### config.mk
export PLATFORM = sky130hd
export DESIGN_NAME = srm_top
export DESIGN_NICKNAME = d
export VERILOG_FILES = /design/src/core/srm_pkg.sv /design/src/core/srm_code_mem.sv /design/src/core/srm_top.sv
export SDC_FILE = /design/constraint.sdc
export NUM_CORES = 1
export LEC_CHECK = 0
export ABC_AREA = 1
export BUFFER_PORTS_ARGS = -buffer_cell sky130_fd_sc_hd__buf_4
export CORE_MARGIN = 2
export CORE_UTILIZATION = 30
export CTS_BUF_LIST = sky130_fd_sc_hd__clkbuf_16
export CTS_CLUSTER_SIZE = 25
export DETAILED_ROUTE_END_ITERATION = 6
export PLACE_DENSITY = 0.61
export SETUP_SLACK_MARGIN = 0.05
export SLEW_MARGIN = 15
export SYNTH_ARGS = -nofsm -noshare
export SYNTH_HDL_FRONTEND = slang
export SYNTH_HIERARCHICAL = 1
export SYNTH_SLANG_ARGS = --single-unit
### constraint.sdc
create_clock -name clk_sys -period 2.1 [get_ports clk_sys]
set_clock_uncertainty 0.2 [all_clocks]
set_input_delay 0.315 -clock clk_sys [delete_from_list [all_inputs] [get_ports clk_sys]]
set_output_delay 0.315 -clock clk_sys [all_outputs]
set_load 0.02 [all_outputs]
### src/core/srm_pkg.sv
`default_nettype none
package srm_pkg;
  // Clock and timing.
  localparam longint CLK_HZ = 64'd20000000;
  localparam longint RESTART_SHORT_MS = 64'd100;
  localparam longint RESTART_LONG_MS = 64'd500;
  localparam longint MUTE_SHORT_MIN = 64'd10;
  localparam longint MUTE_LONG_H = 64'd100;
  localparam longint RESTART_SHORT_CYC = RESTART_SHORT_MS * CLK_HZ / 64'd1000;
  localparam longint RESTART_LONG_CYC = RESTART_LONG_MS * CLK_HZ / 64'd1000;
  localparam longint MUTE_SHORT_CYC = MUTE_SHORT_MIN * 64'd60 * CLK_HZ;
  localparam longint MUTE_LONG_CYC = MUTE_LONG_H * 64'd3600 * CLK_HZ;
  localparam int DELAY_W = 24;
  localparam int MUTE_W = 43;

  // Register byte offsets.
  localparam logic [4:0] OFS_CTRL = 5'h00;
  localparam logic [4:0] OFS_OUTDATA = 5'h04;
  localparam logic [4:0] OFS_STATUS = 5'h08;
  localparam logic [4:0] OFS_CODE = 5'h0C;
  localparam logic [4:0] OFS_CODE_TABLE = 5'h10;

  // Field positions.
  localparam int CTRL_DELAY_BIT = 0;
  localparam int CTRL_INTF_BIT = 1;
  localparam int OUT_IND_BIT = 0;
  localparam int ST_MODE_LSB = 0;
  localparam int ST_INTERLOCK_BIT = 3;
  localparam int ST_CONTACTOR_BIT = 4;
  localparam int ST_FAULT_BIT = 5;
  localparam int ST_RESTART_OK_BIT = 6;
  localparam int ST_LONG_TO_BIT = 7;
  localparam int ST_SEQ_BIT = 8;
  localparam int ST_OUT_EN_BIT = 9;
  localparam int TBL_IDX_LSB = 4;

  // Reset values.
  localparam logic RST_DELAY_SEL = 1'b0;
  localparam logic RST_INTF_FLAG = 1'b0;
  localparam logic RST_INDICATOR = 1'b0;

  // AXI responses.
  localparam logic [1:0] RESP_OKAY = 2'h0;
  localparam logic [1:0] RESP_SLVERR = 2'h2;

  // Muting operating modes; zero means none or undecodable.
  localparam logic [2:0] MODE_NONE = 3'h0;
  localparam logic [2:0] MODE_1 = 3'h1;
  localparam logic [2:0] MODE_2 = 3'h2;
  localparam logic [2:0] MODE_3 = 3'h3;
  localparam logic [2:0] MODE_4 = 3'h4;
  localparam logic [2:0] MODE_5 = 3'h5;
  localparam logic [2:0] MODE_6 = 3'h6;

  typedef enum logic [2:0] {
    REG_CTRL,
    REG_OUTDATA,
    REG_STATUS,
    REG_CODE,
    REG_CODE_TABLE,
    REG_NONE
  } srm_reg_t;

  typedef enum logic [1:0] {
    ST_SAMPLE,
    ST_RUN,
    ST_FAULT
  } srm_state_t;
endpackage
`default_nettype wire

### src/core/srm_code_mem.sv
`timescale 1ns/1ps
`default_nettype none
module srm_code_mem (
  // Clock and reset.
  input wire logic clk_sys,
  input wire logic rst,
  // Write port.
  input wire logic wr_en,
  input wire logic [2:0] wr_addr,
  input wire logic [3:0] wr_data,
  // Read port.
  input wire logic [2:0] rd_addr,
  output logic [3:0] rd_data_q
);
  logic [3:0] mem_q [8];

  // Cleared at reset so the code register never shows an unknown nibble.
  always_ff @(posedge clk_sys) begin
    if (rst) begin
      for (int i = 0; i < 8; i++) begin
        mem_q[i] <= 4'h0;
      end
      rd_data_q <= 4'h0;
    end else begin
      if (wr_en) begin
        mem_q[wr_addr] <= wr_data;
      end
      rd_data_q <= mem_q[rd_addr];
    end
  end
endmodule
`default_nettype wire

### src/core/srm_top.sv
// Local design decisions: the placing of the registers and register access over AXI4-Lite.
`timescale 1ns/1ps
`default_nettype none
// Summary of operation
// [RULE1] Restart delay 100 ms or 500 ms.
// [RULE2] Master sets interference flag; interference clears it.
// [RULE3] Port bus-only; never steers safety decisions.
// [RULE4] Indicator output follows output data bit.
// [RULE5] Safety code nibbles delivered to master.
// [RULE6] Feedback at +24 V disables contactor check.
// [RULE7] Non-muting: bridged strap disables restart interlock.
// [RULE8] Muting models: restart interlock always on.
// [RULE9] Restart button supplies +24 V to input.
// [RULE10] Mode from supply polarity and bridge pin.
// [RULE11] Normal 1/2/4, reversed 5/3/6 per bridge.
// [RULE12] Timeout 10 min, 100 h in modes 2/4.
// [RULE13] Sequence control modes 3/4, else timing.
// [RULE14] Interlock always; contactor check not modes 4/6.
// [RULE15] Extension 1/5/6, enable 5, partial 6.
// [RULE16] Second muting input also from machine plug.
// [RULE17] Muting functions gated by decoded mode.
// [RULE18] Straps sampled once after reset only.
// [RULE19] Invalid straps: fault, safety outputs held off.
module srm_top #(
  parameter longint RESTART_SHORT_P = srm_pkg::RESTART_SHORT_CYC,
  parameter longint RESTART_LONG_P = srm_pkg::RESTART_LONG_CYC,
  parameter longint MUTE_SHORT_P = srm_pkg::MUTE_SHORT_CYC,
  parameter longint MUTE_LONG_P = srm_pkg::MUTE_LONG_CYC
) (
  // Clock and reset.
  input wire logic clk_sys,
  input wire logic rst,
  // AXI4-Lite slave.
  input wire logic s_axi_awvalid,
  output logic s_axi_awready,
  input wire logic [4:0] s_axi_awaddr,
  input wire logic s_axi_wvalid,
  output logic s_axi_wready,
  input wire logic [31:0] s_axi_wdata,
  input wire logic [3:0] s_axi_wstrb,
  output logic s_axi_bvalid,
  input wire logic s_axi_bready,
  output logic [1:0] s_axi_bresp,
  input wire logic s_axi_arvalid,
  output logic s_axi_arready,
  input wire logic [4:0] s_axi_araddr,
  output logic s_axi_rvalid,
  input wire logic s_axi_rready,
  output logic [31:0] s_axi_rdata,
  output logic [1:0] s_axi_rresp,
  // Configuration straps.
  input wire logic muting_model,
  input wire logic eight_pin_socket,
  input wire logic feedback_high,
  input wire logic mode_strap_high,
  input wire logic supply_normal,
  input wire logic supply_reversed,
  input wire logic bridge_pin4,
  input wire logic bridge_pin8,
  input wire logic bridge_pin3,
  // Machine-side live signals.
  input wire logic beam_clear,
  input wire logic restart_button,
  input wire logic interference_evt,
  input wire logic socket_muting_input,
  input wire logic plug_muting_input,
  input wire logic timeout_extension_input,
  // Decoded configuration and results.
  output logic [2:0] mode_q,
  output logic restart_interlock_q,
  output logic contactor_feedback_check_q,
  output logic config_fault_q,
  output logic sequence_ctrl_q,
  output logic four_sensor_q,
  output logic ext_allowed_q,
  output logic enable_allowed_q,
  output logic partial_allowed_q,
  output logic [srm_pkg::MUTE_W-1:0] mute_timeout_cyc_q,
  output logic second_muting_q,
  output logic timeout_ext_q,
  output logic restart_ok_q,
  output logic safety_out_en_q,
  output logic indicator_output_bit_q,
  output logic [3:0] safety_code_inputs_q
);
  import srm_pkg::*;

  typedef struct packed {
    srm_state_t st;
    logic [2:0] mode;
    logic interlock;
    logic contactor;
    logic fault;
    logic seq_ctrl;
    logic four_sensor;
    logic ext_ok;
    logic en_ok;
    logic part_ok;
    logic long_to;
    logic [MUTE_W-1:0] mute_to;
    logic second_mute;
    logic ext_live;
    logic delay_sel;
    logic intf_flag;
    logic indicator;
    logic [DELAY_W-1:0] cnt;
    logic delay_done;
    logic released;
    logic btn_prev;
    logic out_en;
    logic [2:0] code_idx;
    logic [3:0] code;
    logic tbl_we;
    logic [2:0] tbl_addr;
    logic [3:0] tbl_data;
    logic aw_got;
    logic w_got;
    logic [4:0] awaddr;
    logic [7:0] wdata;
    logic wstrb0;
    logic awready;
    logic wready;
    logic bvalid;
    logic [1:0] bresp;
    logic arready;
    logic rvalid;
    logic [31:0] rdata;
    logic [1:0] rresp;
  } srm_regs_t;

  localparam logic [DELAY_W-1:0] SHORT_LIM = DELAY_W'(RESTART_SHORT_P - 64'd1);
  localparam logic [DELAY_W-1:0] LONG_LIM = DELAY_W'(RESTART_LONG_P - 64'd1);

  srm_regs_t state_q;
  srm_regs_t state_d;
  logic [3:0] mem_rd;
  logic aw_hs;
  logic w_hs;
  logic wr_fire;
  logic ar_hs;
  logic [4:0] wr_addr;
  logic [7:0] wr_byte;
  logic wr_lane;
  srm_reg_t wr_reg;
  srm_reg_t rd_reg;
  logic [DELAY_W-1:0] lim;

  // Same decoder serves both channels so reads and writes agree on the map.
  function automatic srm_reg_t reg_decode(input logic [4:0] addr);
    case (addr)
      OFS_CTRL: reg_decode = REG_CTRL;
      OFS_OUTDATA: reg_decode = REG_OUTDATA;
      OFS_STATUS: reg_decode = REG_STATUS;
      OFS_CODE: reg_decode = REG_CODE;
      OFS_CODE_TABLE: reg_decode = REG_CODE_TABLE;
      default: reg_decode = REG_NONE;
    endcase
  endfunction

  // Exactly one polarity and one bridge must be present, else no mode.
  function automatic logic [2:0] mode_decode(input logic norm, input logic rev,
                                             input logic b4, input logic b8,
                                             input logic b3);
    logic [2:0] m;
    m = MODE_NONE;
    if (norm && !rev) begin
      case ({b4, b8, b3})
        3'h4: m = MODE_1;
        3'h2: m = MODE_2;
        3'h1: m = MODE_4;
        default: m = MODE_NONE;
      endcase
    end else if (rev && !norm) begin
      case ({b4, b8, b3})
        3'h4: m = MODE_5;
        3'h2: m = MODE_3;
        3'h1: m = MODE_6;
        default: m = MODE_NONE;
      endcase
    end
    mode_decode = m;
  endfunction

  always_comb begin
    state_d = state_q;
    aw_hs = s_axi_awvalid && state_q.awready;
    w_hs = s_axi_wvalid && state_q.wready;
    ar_hs = s_axi_arvalid && state_q.arready;
    wr_addr = aw_hs ? s_axi_awaddr : state_q.awaddr;
    wr_byte = w_hs ? s_axi_wdata[7:0] : state_q.wdata;
    wr_lane = w_hs ? s_axi_wstrb[0] : state_q.wstrb0;
    wr_fire = (state_q.aw_got || aw_hs) && (state_q.w_got || w_hs) && !state_q.bvalid;
    wr_reg = reg_decode(wr_addr);
    rd_reg = reg_decode(s_axi_araddr);
    lim = state_q.delay_sel ? LONG_LIM : SHORT_LIM;
    state_d.tbl_we = 1'b0;

    // Straps are read once; later wiring changes need a reset.
    case (state_q.st)
      ST_SAMPLE: begin
        if (muting_model) begin
          state_d.mode = mode_decode(supply_normal, supply_reversed, bridge_pin4,
                                     bridge_pin8, bridge_pin3); // [RULE10] [RULE11]
          state_d.interlock = 1'b1; // [RULE8] [RULE14]
          state_d.fault = (state_d.mode == MODE_NONE); // [RULE19]
        end else begin
          state_d.mode = MODE_NONE;
          state_d.interlock = mode_strap_high; // [RULE7]
          state_d.fault = 1'b0;
        end
        state_d.contactor = !feedback_high && (!muting_model ||
          (state_d.mode != MODE_4 && state_d.mode != MODE_6)); // [RULE6] [RULE14]
        state_d.seq_ctrl = (state_d.mode == MODE_3) || (state_d.mode == MODE_4); // [RULE13]
        state_d.four_sensor = muting_model && eight_pin_socket && !state_d.seq_ctrl; // [RULE13]
        state_d.long_to = (state_d.mode == MODE_2) || (state_d.mode == MODE_4); // [RULE12]
        state_d.mute_to = state_d.long_to ? MUTE_W'(MUTE_LONG_P) : MUTE_W'(MUTE_SHORT_P); // [RULE12]
        state_d.ext_ok = (state_d.mode == MODE_1) || (state_d.mode == MODE_5) ||
                         (state_d.mode == MODE_6); // [RULE15] [RULE17]
        state_d.en_ok = (state_d.mode == MODE_5); // [RULE15]
        state_d.part_ok = (state_d.mode == MODE_6); // [RULE15]
        state_d.st = state_d.fault ? ST_FAULT : ST_RUN; // [RULE18] [RULE19]
      end
      ST_RUN: state_d.st = ST_RUN;
      ST_FAULT: state_d.st = ST_FAULT;
      default: state_d.st = ST_FAULT;
    endcase

    // The plug input only counts in modes that route the second sensor there.
    state_d.second_mute = socket_muting_input || (plug_muting_input &&
      (state_q.mode == MODE_2 || state_q.mode == MODE_3 ||
       state_q.mode == MODE_4)); // [RULE16]
    state_d.ext_live = timeout_extension_input && state_q.ext_ok; // [RULE17]

    // A beam interruption restarts the delay and withdraws any release.
    state_d.btn_prev = restart_button;
    if (!beam_clear) begin
      state_d.cnt = '0; // [RULE1]
      state_d.delay_done = 1'b0;
      state_d.released = 1'b0;
    end else if (!state_q.delay_done) begin
      if (state_q.cnt >= lim) begin
        state_d.delay_done = 1'b1; // [RULE1]
      end else begin
        state_d.cnt = state_q.cnt + DELAY_W'(1);
      end
    end else if (!state_q.interlock || (restart_button && !state_q.btn_prev)) begin
      state_d.released = 1'b1; // [RULE9]
    end
    // Only the beam path, restart button and straps gate the outputs; port data only picks the delay length.
    state_d.out_en = (state_q.st == ST_RUN) && state_q.released && beam_clear; // [RULE3] [RULE19]

    // Write channel: address and data may arrive in either order.
    if (aw_hs) begin
      state_d.aw_got = 1'b1;
      state_d.awaddr = s_axi_awaddr;
    end
    if (w_hs) begin
      state_d.w_got = 1'b1;
      state_d.wdata = s_axi_wdata[7:0];
      state_d.wstrb0 = s_axi_wstrb[0];
    end
    if (wr_fire) begin
      state_d.aw_got = 1'b0;
      state_d.w_got = 1'b0;
      state_d.bvalid = 1'b1;
      state_d.bresp = RESP_OKAY;
      case (wr_reg)
        REG_CTRL: begin
          if (wr_lane) begin
            state_d.delay_sel = wr_byte[CTRL_DELAY_BIT]; // [RULE1]
            if (wr_byte[CTRL_INTF_BIT]) begin
              state_d.intf_flag = 1'b1; // [RULE2]
            end
          end
        end
        REG_OUTDATA: begin
          if (wr_lane) begin
            state_d.indicator = wr_byte[OUT_IND_BIT]; // [RULE4]
          end
        end
        REG_CODE_TABLE: begin
          state_d.tbl_we = wr_lane;
          state_d.tbl_addr = wr_byte[TBL_IDX_LSB+2:TBL_IDX_LSB];
          state_d.tbl_data = wr_byte[3:0];
        end
        REG_STATUS, REG_CODE: state_d.bresp = RESP_OKAY;
        default: state_d.bresp = RESP_SLVERR;
      endcase
    end else if (state_q.bvalid && s_axi_bready) begin
      state_d.bvalid = 1'b0;
    end
    // Hardware interference beats a same-cycle software set.
    if (interference_evt) begin
      state_d.intf_flag = 1'b0; // [RULE2]
    end
    state_d.awready = !state_d.aw_got && !state_d.bvalid;
    state_d.wready = !state_d.w_got && !state_d.bvalid;

    // Read channel; each read of the code register steps the sequence.
    state_d.code = mem_rd;
    if (ar_hs) begin
      state_d.rvalid = 1'b1;
      state_d.rdata = '0;
      state_d.rresp = RESP_OKAY;
      case (rd_reg)
        REG_CTRL: begin
          state_d.rdata[CTRL_DELAY_BIT] = state_q.delay_sel;
          state_d.rdata[CTRL_INTF_BIT] = state_q.intf_flag; // [RULE2]
        end
        REG_OUTDATA: state_d.rdata[OUT_IND_BIT] = state_q.indicator;
        REG_STATUS: begin
          state_d.rdata[ST_MODE_LSB+2:ST_MODE_LSB] = state_q.mode;
          state_d.rdata[ST_INTERLOCK_BIT] = state_q.interlock;
          state_d.rdata[ST_CONTACTOR_BIT] = state_q.contactor;
          state_d.rdata[ST_FAULT_BIT] = state_q.fault;
          state_d.rdata[ST_RESTART_OK_BIT] = state_q.released;
          state_d.rdata[ST_LONG_TO_BIT] = state_q.long_to;
          state_d.rdata[ST_SEQ_BIT] = state_q.seq_ctrl;
          state_d.rdata[ST_OUT_EN_BIT] = state_q.out_en;
        end
        REG_CODE: begin
          state_d.rdata[3:0] = state_q.code; // [RULE5]
          state_d.code_idx = state_q.code_idx + 3'h1; // [RULE5]
        end
        REG_CODE_TABLE: state_d.rresp = RESP_OKAY;
        default: state_d.rresp = RESP_SLVERR;
      endcase
    end else if (state_q.rvalid && s_axi_rready) begin
      state_d.rvalid = 1'b0;
    end
    state_d.arready = !state_d.rvalid;
  end

  always_ff @(posedge clk_sys) begin
    if (rst) begin
      state_q <= '{st: ST_SAMPLE, delay_sel: RST_DELAY_SEL, intf_flag: RST_INTF_FLAG,
                   indicator: RST_INDICATOR, bresp: RESP_OKAY, rresp: RESP_OKAY,
                   default: '0};
    end else begin
      state_q <= state_d;
    end
  end

  srm_code_mem u_code_mem (
    .clk_sys(clk_sys),
    .rst(rst),
    .wr_en(state_q.tbl_we),
    .wr_addr(state_q.tbl_addr),
    .wr_data(state_q.tbl_data),
    .rd_addr(state_q.code_idx),
    .rd_data_q(mem_rd)
  );

  assign s_axi_awready = state_q.awready;
  assign s_axi_wready = state_q.wready;
  assign s_axi_bvalid = state_q.bvalid;
  assign s_axi_bresp = state_q.bresp;
  assign s_axi_arready = state_q.arready;
  assign s_axi_rvalid = state_q.rvalid;
  assign s_axi_rdata = state_q.rdata;
  assign s_axi_rresp = state_q.rresp;
  assign mode_q = state_q.mode;
  assign restart_interlock_q = state_q.interlock;
  assign contactor_feedback_check_q = state_q.contactor;
  assign config_fault_q = state_q.fault;
  assign sequence_ctrl_q = state_q.seq_ctrl;
  assign four_sensor_q = state_q.four_sensor;
  assign ext_allowed_q = state_q.ext_ok;
  assign enable_allowed_q = state_q.en_ok;
  assign partial_allowed_q = state_q.part_ok;
  // Latched with the straps so the count never changes while muting runs.
  assign mute_timeout_cyc_q = state_q.mute_to; // [RULE12]
  assign second_muting_q = state_q.second_mute;
  assign timeout_ext_q = state_q.ext_live;
  assign restart_ok_q = state_q.released;
  assign safety_out_en_q = state_q.out_en;
  assign indicator_output_bit_q = state_q.indicator;
  assign safety_code_inputs_q = state_q.code;
endmodule
`default_nettype wire

# [Word-level counts from Yosys, hierarchy flattened]
# Memories as Yosys holds them, arrays and structs flattened. A register that Yosys moved wholly into a read port is not among the register bits.
# Index checks and enable logic that the tools add are counted.
[word_totals] romBits=0 mem_bits_rw=32 mem_count=1 out_inout_bits=104 input_bits=68 regBits=139 latchBits=0 word_cells=184
[classes] n_eq_ne=31 n_div=0 n_mul=0 n_bitwise=5 order_cmp=1 n_shift=0 mux=42 n_reduce_logical=62 add_sub_neg=2
[memory_table] name="u_code_mem.mem_q" depth=8 width=4 read_ports=1 rd_ports_with_merged_regs=1 write_ports=8 line_no="srm_code_mem.sv:15" source="logic [3:0] mem_q [8];"
[op_table] operator="$mux 43" count=1
[op_table] operator="$pmux 3 s5" count=2
[op_table] operator="$eq 3x2->1 const B" count=9
[op_table] operator="$add 24x1->24 const B" count=1
[op_table] operator="$ge 24x24->1" count=1
[op_table] operator="$mux 24" count=1
[op_table] operator="$eq 3x3->1 const B" count=7
[op_table] operator="$eq 5x4->1 const B" count=4
[op_table] operator="$logic_and 1x1->1" count=20
[op_table] operator="$pmux 3 s3" count=2
[op_table] operator="$mux 1" count=17
[op_table] operator="$mux 3" count=5
[op_table] operator="$eq 3x1->1 const B" count=4
[op_table] operator="$logic_not 1->1" count=12
[op_table] operator="$mux 4" count=3
[op_table] operator="$logic_or 1x1->1" count=11
[op_table] operator="$eq 5x3->1 const B" count=2
[op_table] operator="$eq 5x5->1 const B" count=2
[op_table] operator="$logic_not 5->1" count=2
[op_table] operator="$reduce_or 5->1" count=2
[op_table] operator="$logic_not 3->1" count=3
[op_table] operator="$mux 2" count=4
[op_table] operator="$pmux 2 s2" count=2
[op_table] operator="$reduce_and 2->1" count=4
[op_table] operator="15 further kinds" count=22

# [Longest topological paths before layout]
[logic_depth] word_depth=12 mapped_depth=13 mapped_depth_nobuf=13

# [Modules after synthesis]
# Netlist, hierarchy kept.
[by_module_without_submodules] module="srm_top" cells_each=755 seq_area_each_um2=1921.8 area_per_inst_um2=5287.6 n_inst=1
[by_module_without_submodules] module="srm_code_mem" cells_each=208 seq_area_each_um2=1041.0 area_per_inst_um2=1744.2 n_inst=1

# [Least setup slack after synthesis]
# No wires, ideal clock.
[synth_path] path_type="register to register" start="reg state_q[102] (netlist bit)" end="reg state_q[89] (netlist bit)" required_time_ps=1830 stages_incl_launch_ff=11 setup_ps=70 n_path_buf=1 t_arrival_ps=1615 setup_slack_ps=214 period_less_slack_ps=1886 path_cell_list="dfxtp_1 -> inv_1 -> ha_1 -> nand3_1 -> inv_1 -> a21oi_1 -> inv_1 -> nor2_2 -> buf_2 -> nand3_1 -> a21oi_1"
[synth_via] elab_chain_len=4
[synth_lines] item="from (decl)" line_no="srm_top.sv:134" source="srm_regs_t state_q;"
[synth_lines] item="from (signal assigned)" line_no="srm_top.sv:336" source="state_q <= '{st: ST_SAMPLE, delay_sel: RST_DELAY_SEL, intf_flag: RST_INTF_FLAG,"
[synth_lines] item="from (signal assigned)" line_no="srm_top.sv:340" source="state_q <= state_d;"
[synth_lines] item="$mux 24" line_no="srm_top.sv:195" source="lim = state_q.delay_sel ? LONG_LIM : SHORT_LIM;"
[synth_lines] item="$ge 24x24->1" line_no="srm_top.sv:241" source="if (state_q.cnt >= lim) begin"
[synth_lines] item="$not 1->1 (no source line)"
[synth_lines] item="$reduce_and 2->1 (no source line)"
# No other way between the ends.
# A chain may end at the register's enable or synchronous reset.

# [Worst setup path in the final report]
[layout_path] start="reg state_q[102] (netlist bit)" end="reg state_q[76] (netlist bit)"
# The elaborated chain is that of the path after synthesis.

==> summary.txt <==
WP data arrival: 2.14 ns
IO Pins: 172
leakage power: 3.787 nW
Final Critical Period: 2.024 ns
Root Driver: clkbuf_16
CTS buffer count: 17
Final Wtd Congestion: 0.8864
startpoint types: flop
Tightest Pin Transition: 0.5604 ns
htree depth: 4
design area: 8787 um2
CP Capture Type: flop
Placement Setup Slack: 0.05245 ns
PwrDens: 719.7 nW/um2
worst reg2reg path depth: 13
total power draw: 6.324 mW
status: finished, final reports clean
CTS Sinks: 132
R2R Path End: state_q[76]
Final Hold Vio Count: 0
GR Overflow Total: 0
synthesized area: 7032 um2
fmax: 494.0 MHz
#FFs+latches synth: 132
setup tns final: 0 ns
hold_ws: 0.02990 ns
area leader, netlist: dfxtp_1
Peak VDD IR: 0.0004836 V
fin cells: 1387
critical path class: flop to flop
DRT iter0 DRCs: 283
Clock Tree Buf Depth: 2
gr usage total: 13.71%
initial antenna violation count: 0
core area: 23260 um2
max-capacitance violation count: 0
Vias per Instance: 4.310
Avg WL per Cell: 12.41 um
r2r startpoint: state_q[102]
number of I/O port buffers: 96
Syn Inst Count: 963
Hold Crit Depth: 4
synthesis warning total: 6
Post-Place Cells: 1333
required time of the critical path: 2.21 ns
vias in the first global route: 5465
diodes inserted: 0
worst hold start: s_axi_rready
worst reg2reg setup slack: 0.08 ns
Starting Density: 30.23%
largest net degree at the start of global routing: 29
part of the cycle the worst path needs: 96.40%
# DRC: 0
unique cell type count in the Yosys netlist: 39
DP Area: 7686 um2
Final Max Slew Viols: 0
Rel. slew slack: 62.55%
Hold EP: s_axi_rvalid
row count: 56
Syn Area/Cell: 7.302 um2
post-route ant nets: 0
Syn-to-layout area delta: 24.96%
CTS tree: yes
full die area: 24680 um2
die span in y: 157.1 um
Final Util: 37.77%
Final Setup Violations: 0
vias: 5978
1st-pass router iterations: 4
RSZ-0062 raised after global routing: true
crit path setup slack, layout: 0.07557 ns
nets: 1130
clock-pin slew on the worst setup and hold paths: 0.06 ns
global-route wire length before repair: 26.65 mm
Hold/Removal Path Class: primary input to flop
Critical Path Fanout Max: 6
Post-Route WL: 17.22 mm
ranking of synthesized cells by area: dfxtp_1 28%, edfxtp_1 14%, nand2_1 12%
number of fill cells in the layout: 2422
Yosys top cell area share: 28.47%
DP HPWL: 12.16 mm
Seq/Total Area, Yosys: 42.14%
share of cells above drive strength 1: 22.57%
Die Width: 157.1 um
worst-skew pair later-pin latency: 0.42 ns
synthesized netlist by cell type (all sizes together):
| cell | n |
|---|---|
| a31oi | 1 |
| nor2 | 145 |
| nand2 | 239 |
| edfxtp | 32 |
| a211oi | 1 |
| xor2 | 10 |
| or2 | 10 |
| clkbuf | 14 |
| xnor2 | 5 |
| o211ai | 3 |
| inv | 108 |
| a21oi | 59 |
| nand3b | 7 |
| o21a | 2 |
| mux2i | 5 |
| conb | 1 |
| clkinv | 2 |
| nand4 | 8 |
| ha | 7 |
| nor3 | 5 |
| nand3 | 74 |
| o21ai | 24 |
| a21o | 1 |
| o22ai | 1 |
| dfxtp | 100 |
| buf | 99 |
report_power, final:
group          switching (mW)  internal [mW]
Sequential             0.0659           2.69
Clock                    1.14           1.68
Combinational           0.472          0.275
Total                    1.67           4.65
worst max path at each step:
stage,endpoint,startpoint,slack (ns),cells after the start
2_1_floorplan,state_q[89],state_q[102],0.21,10
3_3_place_gp,state_q[76],state_q[102],0.08,14
3_5_place_dp,state_q[76],state_q[102],0.05,14
4_1_cts,state_q[76],state_q[102],0.04,14
5_1_grt,state_q[76],state_q[102],-0.02,14
6_report,state_q[76],state_q[102],0.08,13
area by class of cell:
type	count	area [um2]	area share (%)
Sequential cell	132	2965	33.75
Multi-Input combinational cell	654	3264	37.15
Inverter	110	417.9	4.756
Tap cell	319	399.1	4.542
Clock inverter	14	112.6	1.282
Clock buffer	18	450.4	5.126
Timing Repair Buffer	140	1177	13.40
repair_timing:
action	4_1_cts	5_1_grt
gates resized for setup	5	72
hold buffers	16	0
gates cloned	1	4
setup buffers	0	1
endpoints found under the hold margin	15	0
endpoints found under the setup margin	3	26
pin swaps	1	31
state kept, by name, indices dropped and copies added (netlist names), 3 cells and up:
| register | flops |
|---|---|
| state_q | 56 |
| mute_timeout_cyc_q | 3 |
| mode_q | 3 |
| u_code_mem/mem_q | 32 |
| safety_code_inputs_q | 4 |
| s_axi_rdata | 10 |
| u_code_mem/rd_data_q | 4 |
metal layers:
| metal | wire length (um) | part of all wire (%) | vias to the layer above | track usage, % |
|---|---|---|---|---|
| li1 | - | - | 3084 | - |
| met1 | 8100 | 47 | 2696 | 17.47 |
| met2 | 7932 | 46 | 182 | 22.70 |
| met3 | 943 | 5.5 | 16 | 3.139 |
| met4 | 242 | 1.4 | 0 | 5.022 |
| met5 | 0 | 0 | - | 0 |
worst max-delay path, cell delays in order (launching register included):
cell,delay (ns)
dfxtp_2,0.33
inv_2,0.14
ha_4,0.22
nand2_1,0.06
nand2_1,0.05
nand2_1,0.05
nand2_1,0.06
nand2_1,0.07
nand2_1,0.08
nand2_2,0.11
nand3_4,0.17
clkbuf_16,0.22
o21ai_1,0.11
nor2_1,0.05
cells by family (layout without fill, tap and decap cells):
kind of cell / Yosys count / count (layout) / share of synthesized area (%)
flops: 132 / 132 / 42.14
buf+inv: 223 / 282 / 17.51
fa+ha+maj: 7 / 7 / 1.245
other cells: 1 / 47 / 0.05333
compound gates: 92 / 92 / 6.833
xor+xnor: 15 / 15 / 1.868
mux: 5 / 5 / 0.7118
simple gates: 488 / 488 / 29.64
placed cells by master (no fill, tap or decap), types with 6 or more instances in the layout:
cell type,count
a21oi_2,12
nor2_2,7
nor2_1,133
conb_1,47
xor2_1,10
nand4_1,8
or2_0,6
a21oi_1,46
clkbuf_16,20
nand3_1,61
o21ai_0,19
dlygate4sd3_1,16
dfxtp_1,98
nand3_2,11
inv_2,7
inv_1,100
nand3b_1,7
edfxtp_1,32
buf_4,115
nand2_2,26
nand2_1,209
No activity file was read; power rests on OpenSTA's default activity.
